### src/hw/timer_regs.svh
// field positions, reset values and counts for the timer counter
`ifndef TIMER_REGS_SVH
`define TIMER_REGS_SVH

`define NUM_CHAN      2
`define CH_IDX_W      1
`define CLKSEL_RESET  2'b00
`define PSC_W         3
`define PSC_CNT_W     8
`define COUNT_RESET   16'h0000
`define COUNT_TOP     16'hffff
`define COUNT_ONE     16'h0001
`define BYTE_RESET    8'h00
`define EDGE_RISE_BIT 0
`define EDGE_FALL_BIT 1
`define MODE_CAPTURE  2'b00
`define EXT_DIV_MIN   4

`endif

### src/hw/timer_pkg.sv
// types shared by the timer counter and its capture channels
package timer_pkg;
    typedef logic [15:0] count_t;
    typedef logic [7:0]  byte_t;
    typedef enum logic [1:0] {CLK_OFF, CLK_BUS, CLK_FIXED, CLK_EXT} clk_src_e;
    typedef enum logic [1:0] {LATCH_IDLE, WAIT_LO, WAIT_HI} latch_e;
endpackage

### src/hw/chan_if.sv
// carrier between the counter core and one capture channel
`timescale 1ns/1ps
`default_nettype none
interface chan_if;
    import timer_pkg::*;
    count_t     count;
    logic       center;
    logic       halt;
    logic       pin;
    logic [1:0] mode;
    logic [1:0] edge_sel;
    logic       ie;
    logic       ctrl_wr;
    logic       flag_clr;
    logic       hi_rd;
    logic       lo_rd;
    logic       hi_wr;
    logic       lo_wr;
    byte_t      wdata;
    byte_t      hi_q;
    byte_t      lo_q;
    logic       flag;
    logic       irq;
    modport core (output count, center, halt, pin, mode, edge_sel, ie, ctrl_wr,
                  flag_clr, hi_rd, lo_rd, hi_wr, lo_wr, wdata,
                  input hi_q, lo_q, flag, irq);
    modport chan (input count, center, halt, pin, mode, edge_sel, ie, ctrl_wr,
                  flag_clr, hi_rd, lo_rd, hi_wr, lo_wr, wdata,
                  output hi_q, lo_q, flag, irq);
endinterface
`default_nettype wire

### src/hw/capture_channel.sv
// one timer channel: input capture, value register, read coherency, event flag
`timescale 1ns/1ps
`default_nettype none
`include "timer_regs.svh"
module capture_channel
    import timer_pkg::*;
(
    input wire logic sys_clk,
    input wire logic rst_n,
    chan_if.chan     ch
);
    logic   pin_d_reg;
    count_t value_reg;
    count_t snap_reg;
    latch_e latch_reg;
    logic   is_cap;
    logic   rise;
    logic   fall;
    logic   hit;
    logic   flag_next;
    logic   live;

    assign is_cap = !ch.center && (ch.mode == `MODE_CAPTURE);
    assign rise = ch.pin & ~pin_d_reg;
    assign fall = ~ch.pin & pin_d_reg;
    // edge select 00 leaves the pin disconnected; halt does not gate capture
    assign hit = is_cap && ((ch.edge_sel[`EDGE_RISE_BIT] && rise) ||
                 (ch.edge_sel[`EDGE_FALL_BIT] && fall));
    assign flag_next = hit | (ch.flag & ~ch.flag_clr);
    assign live = ch.halt || (latch_reg == LATCH_IDLE);

    always_ff @(posedge sys_clk or negedge rst_n) begin
        if (!rst_n) begin
            pin_d_reg <= 1'b0;
            value_reg <= `COUNT_RESET;
        end else begin
            pin_d_reg <= ch.pin;
            if (hit) begin
                value_reg <= ch.count;
            end else if (!is_cap && ch.hi_wr) begin
                value_reg[15:8] <= ch.wdata;
            end else if (!is_cap && ch.lo_wr) begin
                value_reg[7:0] <= ch.wdata;
            end
        end
    end

    // read coherency; frozen in halt so a half-done read survives it
    always_ff @(posedge sys_clk or negedge rst_n) begin
        if (!rst_n) begin
            latch_reg <= LATCH_IDLE;
            snap_reg  <= `COUNT_RESET;
        end else if (ch.ctrl_wr) begin
            latch_reg <= LATCH_IDLE;
        end else if (!ch.halt) begin
            case (latch_reg)
                LATCH_IDLE: begin
                    if (ch.hi_rd) begin
                        snap_reg  <= value_reg;
                        latch_reg <= WAIT_LO;
                    end else if (ch.lo_rd) begin
                        snap_reg  <= value_reg;
                        latch_reg <= WAIT_HI;
                    end
                end
                WAIT_LO: if (ch.lo_rd) latch_reg <= LATCH_IDLE;
                WAIT_HI: if (ch.hi_rd) latch_reg <= LATCH_IDLE;
                default: latch_reg <= LATCH_IDLE;
            endcase
        end
    end

    always_ff @(posedge sys_clk or negedge rst_n) begin
        if (!rst_n) begin
            ch.hi_q <= `BYTE_RESET;
            ch.lo_q <= `BYTE_RESET;
        end else begin
            if (ch.hi_rd) ch.hi_q <= live ? value_reg[15:8] : snap_reg[15:8];
            if (ch.lo_rd) ch.lo_q <= live ? value_reg[7:0] : snap_reg[7:0];
        end
    end

    always_ff @(posedge sys_clk or negedge rst_n) begin
        if (!rst_n) begin
            ch.flag <= 1'b0;
            ch.irq  <= 1'b0;
        end else begin
            ch.flag <= flag_next;
            ch.irq  <= flag_next & ch.ie;
        end
    end

    chk_capture_value: assert property (
        @(posedge sys_clk) disable iff (!rst_n) hit |=> value_reg == $past(ch.count))
        else $error("capture did not store the counter");
    chk_capture_flag: assert property (
        @(posedge sys_clk) disable iff (!rst_n) hit |=> ch.flag && ch.irq == $past(ch.ie))
        else $error("capture did not raise the flag");
    chk_capture_readonly: assert property (
        @(posedge sys_clk) disable iff (!rst_n) (is_cap && !hit && (ch.hi_wr || ch.lo_wr)) |=> $stable(value_reg))
        else $error("capture value changed by a write");
    chk_ctrl_release: assert property (
        @(posedge sys_clk) disable iff (!rst_n) ch.ctrl_wr |=> latch_reg == LATCH_IDLE)
        else $error("control write left the latch held");
endmodule // capture_channel
`default_nettype wire

### src/hw/timer_counter_input_capture.sv
// timer counter core with clock select, prescaler, overflow and capture channels
`timescale 1ns/1ps
`default_nettype none
`include "timer_regs.svh"
module timer_counter_input_capture
    import timer_pkg::*;
(
    input  wire logic                      sys_clk,
    input  wire logic                      rst_n,
    input  wire logic [1:0]                clock_source_select,
    input  wire logic [`PSC_W-1:0]         prescale_select,
    input  wire logic                      center_align_select,
    input  wire logic                      overflow_irq_enable,
    input  wire logic [15:0]               modulus_value,
    input  wire logic                      pll_engaged,
    input  wire logic                      fixed_clk,
    input  wire logic [`CH_IDX_W-1:0]      ext_clk_channel,
    input  wire logic                      debug_halt_mode,
    input  wire logic                      overflow_flag_clear,
    input  wire logic                      counter_write,
    input  wire logic                      counter_high_read,
    input  wire logic                      counter_low_read,
    input  wire logic [`NUM_CHAN-1:0]      chan_pin,
    input  wire logic [`NUM_CHAN-1:0]      channel_mode_bit_hi,
    input  wire logic [`NUM_CHAN-1:0]      channel_mode_bit_lo,
    input  wire logic [2*`NUM_CHAN-1:0]    edge_level_select,
    input  wire logic [`NUM_CHAN-1:0]      chan_irq_enable,
    input  wire logic [`NUM_CHAN-1:0]      channel_control_write,
    input  wire logic [`NUM_CHAN-1:0]      channel_flag_clear,
    input  wire logic [`NUM_CHAN-1:0]      value_high_read,
    input  wire logic [`NUM_CHAN-1:0]      value_low_read,
    input  wire logic [`NUM_CHAN-1:0]      value_high_write,
    input  wire logic [`NUM_CHAN-1:0]      value_low_write,
    input  wire logic [7:0]                write_data,
    output var  logic [15:0]               counter_value,
    output var  logic                      count_down,
    output var  logic [7:0]                counter_high_byte,
    output var  logic [7:0]                counter_low_byte,
    output var  logic                      overflow_flag,
    output var  logic                      overflow_irq,
    output wire logic [8*`NUM_CHAN-1:0]    channel_value_high,
    output wire logic [8*`NUM_CHAN-1:0]    channel_value_low,
    output wire logic [`NUM_CHAN-1:0]      channel_event_flag,
    output wire logic [`NUM_CHAN-1:0]      channel_irq
);

    // ************************************************************
    // declarations
    // ************************************************************
    count_t                 count_reg;
    logic                   down_reg;
    logic [`PSC_CNT_W-1:0]  psc_reg;
    logic [`PSC_CNT_W-1:0]  psc_last;
    logic                   fix_s1_reg;
    logic                   fix_s2_reg;
    logic                   fix_d_reg;
    logic                   ext_d_reg;
    logic [`NUM_CHAN-1:0]   pin_sync;
    logic                   fix_rise;
    logic                   ext_rise;
    logic                   src_tick;
    logic                   tick;
    count_t                 term;
    logic                   at_term;
    logic                   ovf_set;
    logic                   ovf_next;
    count_t                 snap_reg;
    latch_e                 latch_reg;
    logic                   live;

    // ************************************************************
    // clock source selection and synchronisers
    // ************************************************************
    always_ff @(posedge sys_clk or negedge rst_n) begin
        if (!rst_n) begin
            fix_s1_reg <= 1'b0;
            fix_s2_reg <= 1'b0;
            fix_d_reg  <= 1'b0;
        end else begin
            fix_s1_reg <= fixed_clk;
            fix_s2_reg <= fix_s1_reg;
            fix_d_reg  <= fix_s2_reg;
        end
    end

    // ext clock shares the already synchronised channel pin
    always_ff @(posedge sys_clk or negedge rst_n) begin
        if (!rst_n) begin
            ext_d_reg <= 1'b0;
        end else begin
            ext_d_reg <= pin_sync[ext_clk_channel];
        end
    end

    assign fix_rise = fix_s2_reg & ~fix_d_reg;
    // edge detect needs a pin held two cycles, hence the divide-by-four limit
    assign ext_rise = pin_sync[ext_clk_channel] & ~ext_d_reg;

    always_comb begin
        case (clk_src_e'(clock_source_select))
            CLK_OFF:   src_tick = 1'b0;
            CLK_BUS:   src_tick = 1'b1;
            CLK_FIXED: src_tick = pll_engaged ? fix_rise : 1'b1;
            CLK_EXT:   src_tick = ext_rise;
            default:   src_tick = 1'b0;
        endcase
    end

    // ************************************************************
    // prescaler: divide by two to the power of the select
    // ************************************************************
    assign psc_last = (`PSC_CNT_W'(1) << prescale_select) - `PSC_CNT_W'(1);
    assign tick = src_tick && !debug_halt_mode && (psc_reg >= psc_last);

    always_ff @(posedge sys_clk or negedge rst_n) begin
        if (!rst_n) begin
            psc_reg <= '0;
        end else if (counter_write) begin
            psc_reg <= '0;
        end else if (src_tick && !debug_halt_mode) begin
            if (psc_reg >= psc_last) begin
                psc_reg <= '0;
            end else begin
                psc_reg <= psc_reg + `PSC_CNT_W'(1);
            end
        end
    end

    // ************************************************************
    // main counter
    // ************************************************************
    // modulus zero means free running to 0xffff
    assign term = (modulus_value == `COUNT_RESET) ? `COUNT_TOP : modulus_value;
    assign at_term = (count_reg == term);

    always_ff @(posedge sys_clk or negedge rst_n) begin
        if (!rst_n) begin
            count_reg <= `COUNT_RESET;
            down_reg  <= 1'b0;
        end else if (counter_write) begin
            count_reg <= `COUNT_RESET;
            down_reg  <= 1'b0;
        end else if (tick) begin
            if (!center_align_select) begin
                down_reg <= 1'b0;
                if (at_term) begin
                    count_reg <= `COUNT_RESET;
                end else begin
                    count_reg <= count_reg + `COUNT_ONE;
                end
            end else if (!down_reg) begin
                if (at_term) begin
                    count_reg <= count_reg - `COUNT_ONE;
                    down_reg  <= 1'b1;
                end else begin
                    count_reg <= count_reg + `COUNT_ONE;
                end
            end else begin
                if (count_reg == `COUNT_RESET) begin
                    count_reg <= `COUNT_ONE;
                    down_reg  <= 1'b0;
                end else begin
                    count_reg <= count_reg - `COUNT_ONE;
                end
            end
        end
    end

    // ************************************************************
    // overflow flag and interrupt
    // ************************************************************
    assign ovf_set = tick && !counter_write && at_term &&
                     (!center_align_select || !down_reg);
    // a set in the clearing cycle wins so no overflow is lost
    assign ovf_next = ovf_set | (overflow_flag & ~overflow_flag_clear);

    always_ff @(posedge sys_clk or negedge rst_n) begin
        if (!rst_n) begin
            overflow_flag <= 1'b0;
            overflow_irq  <= 1'b0;
        end else begin
            overflow_flag <= ovf_next;
            overflow_irq  <= ovf_next & overflow_irq_enable;
        end
    end

    always_ff @(posedge sys_clk or negedge rst_n) begin
        if (!rst_n) begin
            counter_value <= `COUNT_RESET;
            count_down    <= 1'b0;
        end else begin
            counter_value <= count_reg;
            count_down    <= down_reg;
        end
    end

    // ************************************************************
    // counter read coherency
    // ************************************************************
    assign live = debug_halt_mode || (latch_reg == LATCH_IDLE);

    always_ff @(posedge sys_clk or negedge rst_n) begin
        if (!rst_n) begin
            latch_reg <= LATCH_IDLE;
            snap_reg  <= `COUNT_RESET;
        end else if (counter_write) begin
            latch_reg <= LATCH_IDLE;
        end else if (!debug_halt_mode) begin
            case (latch_reg)
                LATCH_IDLE: begin
                    if (counter_high_read) begin
                        snap_reg  <= count_reg;
                        latch_reg <= WAIT_LO;
                    end else if (counter_low_read) begin
                        snap_reg  <= count_reg;
                        latch_reg <= WAIT_HI;
                    end
                end
                WAIT_LO: if (counter_low_read) latch_reg <= LATCH_IDLE;
                WAIT_HI: if (counter_high_read) latch_reg <= LATCH_IDLE;
                default: latch_reg <= LATCH_IDLE;
            endcase
        end
    end

    always_ff @(posedge sys_clk or negedge rst_n) begin
        if (!rst_n) begin
            counter_high_byte <= `BYTE_RESET;
            counter_low_byte  <= `BYTE_RESET;
        end else begin
            if (counter_high_read) begin
                counter_high_byte <= live ? count_reg[15:8] : snap_reg[15:8];
            end
            if (counter_low_read) begin
                counter_low_byte <= live ? count_reg[7:0] : snap_reg[7:0];
            end
        end
    end

    // ************************************************************
    // channels
    // ************************************************************
    // channel on the ext clock pin must not be set for capture by software
    generate
        for (genvar i = 0; i < `NUM_CHAN; i++) begin : g_ch
            logic s1_reg;
            logic s2_reg;
            chan_if bus ();

            always_ff @(posedge sys_clk or negedge rst_n) begin
                if (!rst_n) begin
                    s1_reg <= 1'b0;
                    s2_reg <= 1'b0;
                end else begin
                    s1_reg <= chan_pin[i];
                    s2_reg <= s1_reg;
                end
            end

            assign pin_sync[i]   = s2_reg;
            assign bus.count     = count_reg;
            assign bus.center    = center_align_select;
            assign bus.halt      = debug_halt_mode;
            assign bus.pin       = s2_reg;
            assign bus.mode      = {channel_mode_bit_hi[i], channel_mode_bit_lo[i]};
            assign bus.edge_sel  = edge_level_select[2*i +: 2];
            assign bus.ie        = chan_irq_enable[i];
            assign bus.ctrl_wr   = channel_control_write[i];
            assign bus.flag_clr  = channel_flag_clear[i];
            assign bus.hi_rd     = value_high_read[i];
            assign bus.lo_rd     = value_low_read[i];
            assign bus.hi_wr     = value_high_write[i];
            assign bus.lo_wr     = value_low_write[i];
            assign bus.wdata     = write_data;

            capture_channel u_ch (
                .sys_clk (sys_clk),
                .rst_n   (rst_n),
                .ch      (bus.chan)
            );

            assign channel_value_high[8*i +: 8] = bus.hi_q;
            assign channel_value_low[8*i +: 8]  = bus.lo_q;
            assign channel_event_flag[i]        = bus.flag;
            assign channel_irq[i]               = bus.irq;
        end
    endgenerate

    // ************************************************************
    // checks
    // ************************************************************
    chk_clock_off_hold: assert property (
        @(posedge sys_clk) disable iff (!rst_n)
        (clock_source_select == 2'b00 && !counter_write) |=> $stable(count_reg))
        else $error("counter moved with clock off");
    chk_up_wrap: assert property (
        @(posedge sys_clk) disable iff (!rst_n)
        (tick && !counter_write && !center_align_select && at_term)
        |=> count_reg == `COUNT_RESET && overflow_flag)
        else $error("up count did not wrap with overflow");
    chk_center_turn: assert property (
        @(posedge sys_clk) disable iff (!rst_n)
        (tick && !counter_write && center_align_select && !down_reg && at_term)
        |=> down_reg && count_reg == $past(count_reg) - `COUNT_ONE && overflow_flag)
        else $error("center turn did not set overflow");
    chk_center_bottom: assert property (
        @(posedge sys_clk) disable iff (!rst_n)
        (tick && !counter_write && center_align_select && down_reg &&
         count_reg == `COUNT_RESET) |=> !down_reg && count_reg == `COUNT_ONE)
        else $error("center bottom did not turn up");
    chk_ovf_level: assert property (
        @(posedge sys_clk) disable iff (!rst_n)
        overflow_irq == (overflow_flag && $past(overflow_irq_enable)))
        else $error("overflow request not level of flag and enable");
    chk_counter_clear: assert property (
        @(posedge sys_clk) disable iff (!rst_n)
        counter_write |=> count_reg == `COUNT_RESET && latch_reg == LATCH_IDLE)
        else $error("counter write did not clear");
    chk_halt_freeze: assert property (
        @(posedge sys_clk) disable iff (!rst_n)
        (debug_halt_mode && !counter_write) |=> $stable(count_reg))
        else $error("counter moved in debug halt");
    chk_ext_step: assert property (
        @(posedge sys_clk) disable iff (!rst_n)
        (clock_source_select == 2'b11 && tick) |->
        ($past(chan_pin[ext_clk_channel], 2) && !$past(chan_pin[ext_clk_channel], 3)))
        else $error("external step without synchronised edge");
endmodule // timer_counter_input_capture
`default_nettype wire

### config.mk
export PLATFORM = sky130hd
export DESIGN_NAME = timer_counter_input_capture
export DESIGN_NICKNAME = d
export VERILOG_FILES = /design/src/hw/timer_pkg.sv /design/src/hw/chan_if.sv /design/src/hw/capture_channel.sv /design/src/hw/timer_counter_input_capture.sv
export VERILOG_INCLUDE_DIRS = /design/src /design/src/hw
export SDC_FILE = /design/constraint.sdc
export NUM_CORES = 1
export LEC_CHECK = 0
export BUFFER_PORTS_ARGS = -buffer_cell sky130_fd_sc_hd__buf_4
export CORE_UTILIZATION = 58
export CTS_CLUSTER_SIZE = 16
export DETAILED_ROUTE_END_ITERATION = 7
export PLACE_DENSITY = 0.91
export SKIP_CTS_REPAIR_TIMING = 1
export SLEW_MARGIN = 10
export SYNTH_ARGS = -nofsm -noshare
export SYNTH_HDL_FRONTEND = slang
export SYNTH_SLANG_ARGS = --single-unit
### constraint.sdc
create_clock -name sys_clk -period 4.2 [get_ports sys_clk]
set_input_delay 0.84 -clock sys_clk [delete_from_list [all_inputs] [get_ports sys_clk]]
set_output_delay 0.84 -clock sys_clk [all_outputs]
set_load 0.02 [all_outputs]
Word-level counts from Yosys, hierarchy flattened
Index checks and enable logic that the tools add are counted.

storage, ports and cells
  bits in registers = 192
  output and inout bits = 71
  logic and storage cells = 212

operators by class
  add/subtract/negate cells = 4
  $lt $le $gt $ge = 2
  eq/ne operators = 24
  shift operators = 1
  multiplexer cells = 62
  bitwise operators = 28
  reductions and logical operators = 54

operators with widths
  kind                                                number
  two-way mux 16 bit                                  16
  two-way mux 8 bit                                   15
  two-way mux 2 bit                                   18
  logical NOT 16 bit                                  2
  AND reduction 4 bit                                 6
  != test 3 bit, second input constant                6
  one-hot mux 2 bit (3 select lines)                  3
  nonzero test 2 bit                                  9
  logical AND 1 bit                                   17
  adder 16 x 1 -> 16 bit, second input constant       1
  == test 16 bit                                      1
  subtractor 16 x 1 -> 16 bit, second input constant  1
  NOT 1 bit                                           13
  bitwise AND 1 bit                                   12
  logical NOT 2 bit                                   6
  != test 4 bit, second input constant                3
  == test 2 bit, second input constant                5
  != test 2 x 1 -> 1 bit, second input constant       5
  two-way mux 1 bit                                   9
  adder 8 x 1 -> 8 bit, second input constant         1
  == test 2 x 1 -> 1 bit, second input constant       4
  greater-or-equal comparator 8 bit                   1
  left shift 1 x 3 -> 8 bit, first input constant     1
  subtractor 8 x 2 -> 8 bit, second input constant    1
  other kinds (6)                                     19

Logic depth before layout (Yosys ltp)
  word-level depth = 11
  gate-level depth with buffers = 16
  depth with buffers taken out = 14

Hierarchy
From an unflattened synthesis, not the netlist that was laid out.

unflattened totals
  cell total of the unflattened synthesis = 874
  area, all modules = 9576.7 µm²

by module, submodules not included
  module                       times used  cells an instance  area each (µm²)
  timer_counter_input_capture  1           508                4939.7
  capture_channel              2           183                2318.5

Least setup slack after synthesis
OpenSTA, ideal clock, no wires.

  kind = input to register
  from = in prescale_select[1]
  to = reg count_reg[3]
  setup time = 0.138 ns
  arrival = 3.552 ns
  data required time = 4.062 ns
  setup slack = 0.510 ns
  stages = 14
  buffers on the path = 2
  path through = or3_1 > ha_1 > clkbuf_1 > xor2_1 > nor2_1 > a21oi_1 > ha_1 > a2111oi_0 > a21oi_1 > and3_1 > clkbuf_1 > mux2_2 > o211ai_1 > a211oi_1

between the ends
  word-level cells in the longest chain between the ends = 5

ends and longest elaborated chain
  item                                        RTL line                            text
  start, declared                             timer_counter_input_capture.sv:11   input wire logic [`PSC_W-1:0] prescale_select,
  left shift 1 x 3 -> 8 bit (no source line)  -
  subtractor 8 x 2 -> 8 bit                   timer_counter_input_capture.sv:112  assign psc_last = (`PSC_CNT_W'(1) << prescale_select) - `PSC_CNT_W'(1);
  greater-or-equal comparator 8 bit           timer_counter_input_capture.sv:113  assign tick = src_tick && !debug_halt_mode && (psc_reg >= psc_last);
  logical AND 1 bit                           timer_counter_input_capture.sv:113
  nonzero test 2 bit (no source line)         -
  end signal, assigned                        timer_counter_input_capture.sv:138  count_reg <= `COUNT_RESET;
  end signal, assigned                        timer_counter_input_capture.sv:141  count_reg <= `COUNT_RESET;
  end signal, assigned                        timer_counter_input_capture.sv:147  count_reg <= `COUNT_RESET;
  end, declared                               timer_counter_input_capture.sv:50   count_t count_reg;

No other way between the ends.
A chain may end at the register's enable or synchronous reset.

Worst setup path after layout
  from = in prescale_select[1]
  to = reg count_reg[11]

The elaborated chain is that of the path after synthesis.

==> impl_metrics.env <==
export IMPL_status="completed"
export IMPL_cts_sinks=192
export IMPL_fillerInstances=1125
export IMPL_ir_drop_mv=0.266
export IMPL_period_minus_slack_ns=3.68
export IMPL_maxCapViolCount=0
export IMPL_nets=1115
export IMPL_start_util_pct=59.9
export IMPL_place_congestion=0.953
export IMPL_total_power_w=0.00461
export IMPL_final_common_cell="dfrtp_1"
export IMPL_fin_setup_tns_ns=0
export IMPL_synthMuxAreaShare_pct=14.4
export IMPL_post_route_cells_drive_above_1_share_pct=24.2
export IMPL_grt_max_degree=114
export IMPL_hp_start="g_ch[0].s1_reg"
export IMPL_rsz0062_at_grt="false"
export IMPL_cts_tree="yes"
export IMPL_synth_seq_cells=192
export IMPL_rows=46
export IMPL_cp_end_kind="flip-flop"
export IMPL_grt_ovfl_total=0
export IMPL_crit_arrival_ns=4.04
export IMPL_synth_compound_area_share_pct=13.4
export IMPL_crit_required_ns=4.56
export IMPL_critical_path_max_stage_delay_ns=0.51
export IMPL_synth_seq_area_share_pct=50.1
export IMPL_synth_area_um2=9590
export IMPL_root_buffer="clkbuf_16"
export IMPL_track_usage_pct=30.4
export IMPL_portBuffers=135
export IMPL_wl_mm=24.4
export IMPL_power_density_nw_per_um2=405
export IMPL_finalMaxSlewViolations=0
export IMPL_numCtsBuffers=17
export IMPL_die_h_um=131
export IMPL_hpwlAfterDp_mm=15.9
export IMPL_crit_fanout=8
export IMPL_dr_pass1_iters=6
export IMPL_slew_headroom_pct=23.7
export IMPL_antenna_cells=0
export IMPL_syn_to_final_growth_pct=18.6
export IMPL_final_hold_viol_count=0
export IMPL_grt_pass1_wl_mm=39.2
export IMPL_tightest_slew_ns=1.14
export IMPL_hold_ws_ns=0.350
export IMPL_die_w_um=131
export IMPL_regArea_um2=4800
export IMPL_syn_inst=931
export IMPL_worstSetupStartpoint="prescale_select[1]"
export IMPL_synth_top_family_by_area="multiplexers"
export IMPL_ys_flop_type="dfrtp_1"
export IMPL_yosysWarnings=0
export IMPL_start_kind="input pin"
export IMPL_multi_input_area_um2=4460
export IMPL_synth_edff_count=0
export IMPL_fmax_mhz=271
export IMPL_ioPinCount=136
export IMPL_synth_fa_ha_area_share_pct=1.70
export IMPL_cts_max_level=4
export IMPL_p_leak_nw=5.44
export IMPL_coreArea_um2=16000
export IMPL_synth_xor_area_share_pct=2.65
export IMPL_synth_distinct_cells=64
export IMPL_slowest_stage="nor3_1"
export IMPL_worstPathCellList="buf_4 -> or3_1 -> ha_1 -> xor2_1 -> nor2_1 -> a21oi_1 -> ha_1 -> o21a_1 -> nor2_1 -> a21oi_1 -> nand4_1 -> nor3_1 -> a32o_1 -> a2bb2oi_1"
export IMPL_synth_simple_gate_area_share_pct=13.8
export IMPL_drt_initial_drc_count=802
export IMPL_wl_per_cell_um=19.2
export IMPL_critPathTopFamily="simple AND/OR/NAND/NOR gates"
export IMPL_fin_crit_sh_pct=87.7
export IMPL_hp_class="reg2reg"
export IMPL_crit_buf_inv=1
export IMPL_ys_async_sr_fraction_pct=100
export IMPL_critPathKind="in2reg"
export IMPL_syn_nets=1009
export IMPL_grt_pass1_vias=7896
export IMPL_reg2reg_from="count_reg[0]"
export IMPL_drc_errors=0
export IMPL_vias=7781
export IMPL_antenna_left=0
export IMPL_clockBufferDepth=2
export IMPL_vias_per_cell=6.15
export IMPL_antenna_found_initial=0
export IMPL_fin_skew_ns=0.00925
export IMPL_final_cell_mix="dfrtp_1, buf_4, nor2_1"
export IMPL_clk_latency_ns=0.44
export IMPL_postSynthAreaPerCell_um2=10.3
export IMPL_setup_violations=0
export IMPL_die_area_um2=17100
export IMPL_clk_pin_slew_worst_paths_ns=0.07
## layout make-up
type	instances	area share (%)
clock inverter	14	1.61
sequential	192	42.2
tap	216	2.38
timing repair buffer	154	10.2
clock buffer	18	3.77
inverter	18	0.594
multi-input combinational	654	39.2
## metal layers
metal	track usage [%]	vias up	share of wire (%)
li1	-	3553	-
met1	37.3	3762	40
met2	50.6	372	49
met3	6.47	94	7.0
met4	16.2	0	4.0
met5	0	-	0
## where the power goes
group | total [W] | switching (W) | leakage [nW] | internal (W)
combinational | 0.000723 | 0.000384 | 2.72 | 0.000340
sequential | 0.00221 | 0.000139 | 2.44 | 0.00207
clock | 0.00168 | 0.000732 | 0.290 | 0.000946
## worst paths after layout
kind / to / slack, ns / cells after the start
setup / recovery: count_reg[11] / 0.52 / 14
hold / removal: g_ch[0].bus.pin / 0.35 / 0
setup reg to reg: count_reg[14] / 1.04 / 9
hold reg to reg: g_ch[0].bus.pin / 0.35 / 0
max in group asynchronous: g_ch[1].u_ch.ch.lo_q[5] / 2.75 / 2
min in group asynchronous: counter_value[12] / 0.52 / 1
## metrics by stage
step,std cells,setup WS (ns),utilization (%),cell area [um2]
floorplan,931,0.510,-,9590
global placement,1234,0.325,67.2,10800
detailed placement,1234,0.149,67.2,10800
CTS,1266,0.575,71.1,11400
global route,1266,0.289,71.1,11400
finish,1266,0.515,71.1,11400
## cells by family (layout without fill, tap and decap cells)
| logic type | Yosys count | after routing |
|---|---|---|
| AO/OA/AOI/OAI | 206 | 206 |
| XOR/XNOR | 29 | 29 |
| adder cells (fa/ha/maj) | 13 | 13 |
| buffers and inverters | 85 | 204 |
| flip-flops | 192 | 192 |
| multiplexers | 132 | 132 |
| other | 1 | 1 |
| AND/OR/NAND/NOR | 273 | 273 |
## cells in the mapped netlist, types with 13 or more instances
library cell  number  area share, %
dfrtp_1          192             50
nor2_1            97            3.8
mux2i_1           81            8.5
a21oi_1           69            3.6
nand2_1           69            2.7
o21ai_0           62            3.2
clkbuf_1          54            2.1
mux2_2            51            6.0
xnor2_1           21            1.9
inv_1             18           0.70
nand3_1           15           0.78
a41oi_1           14            1.3
nor2b_1           14           0.91
nor4_1            14           0.91
ha_1              13            1.7
Power figures use the tool's default switching activity.
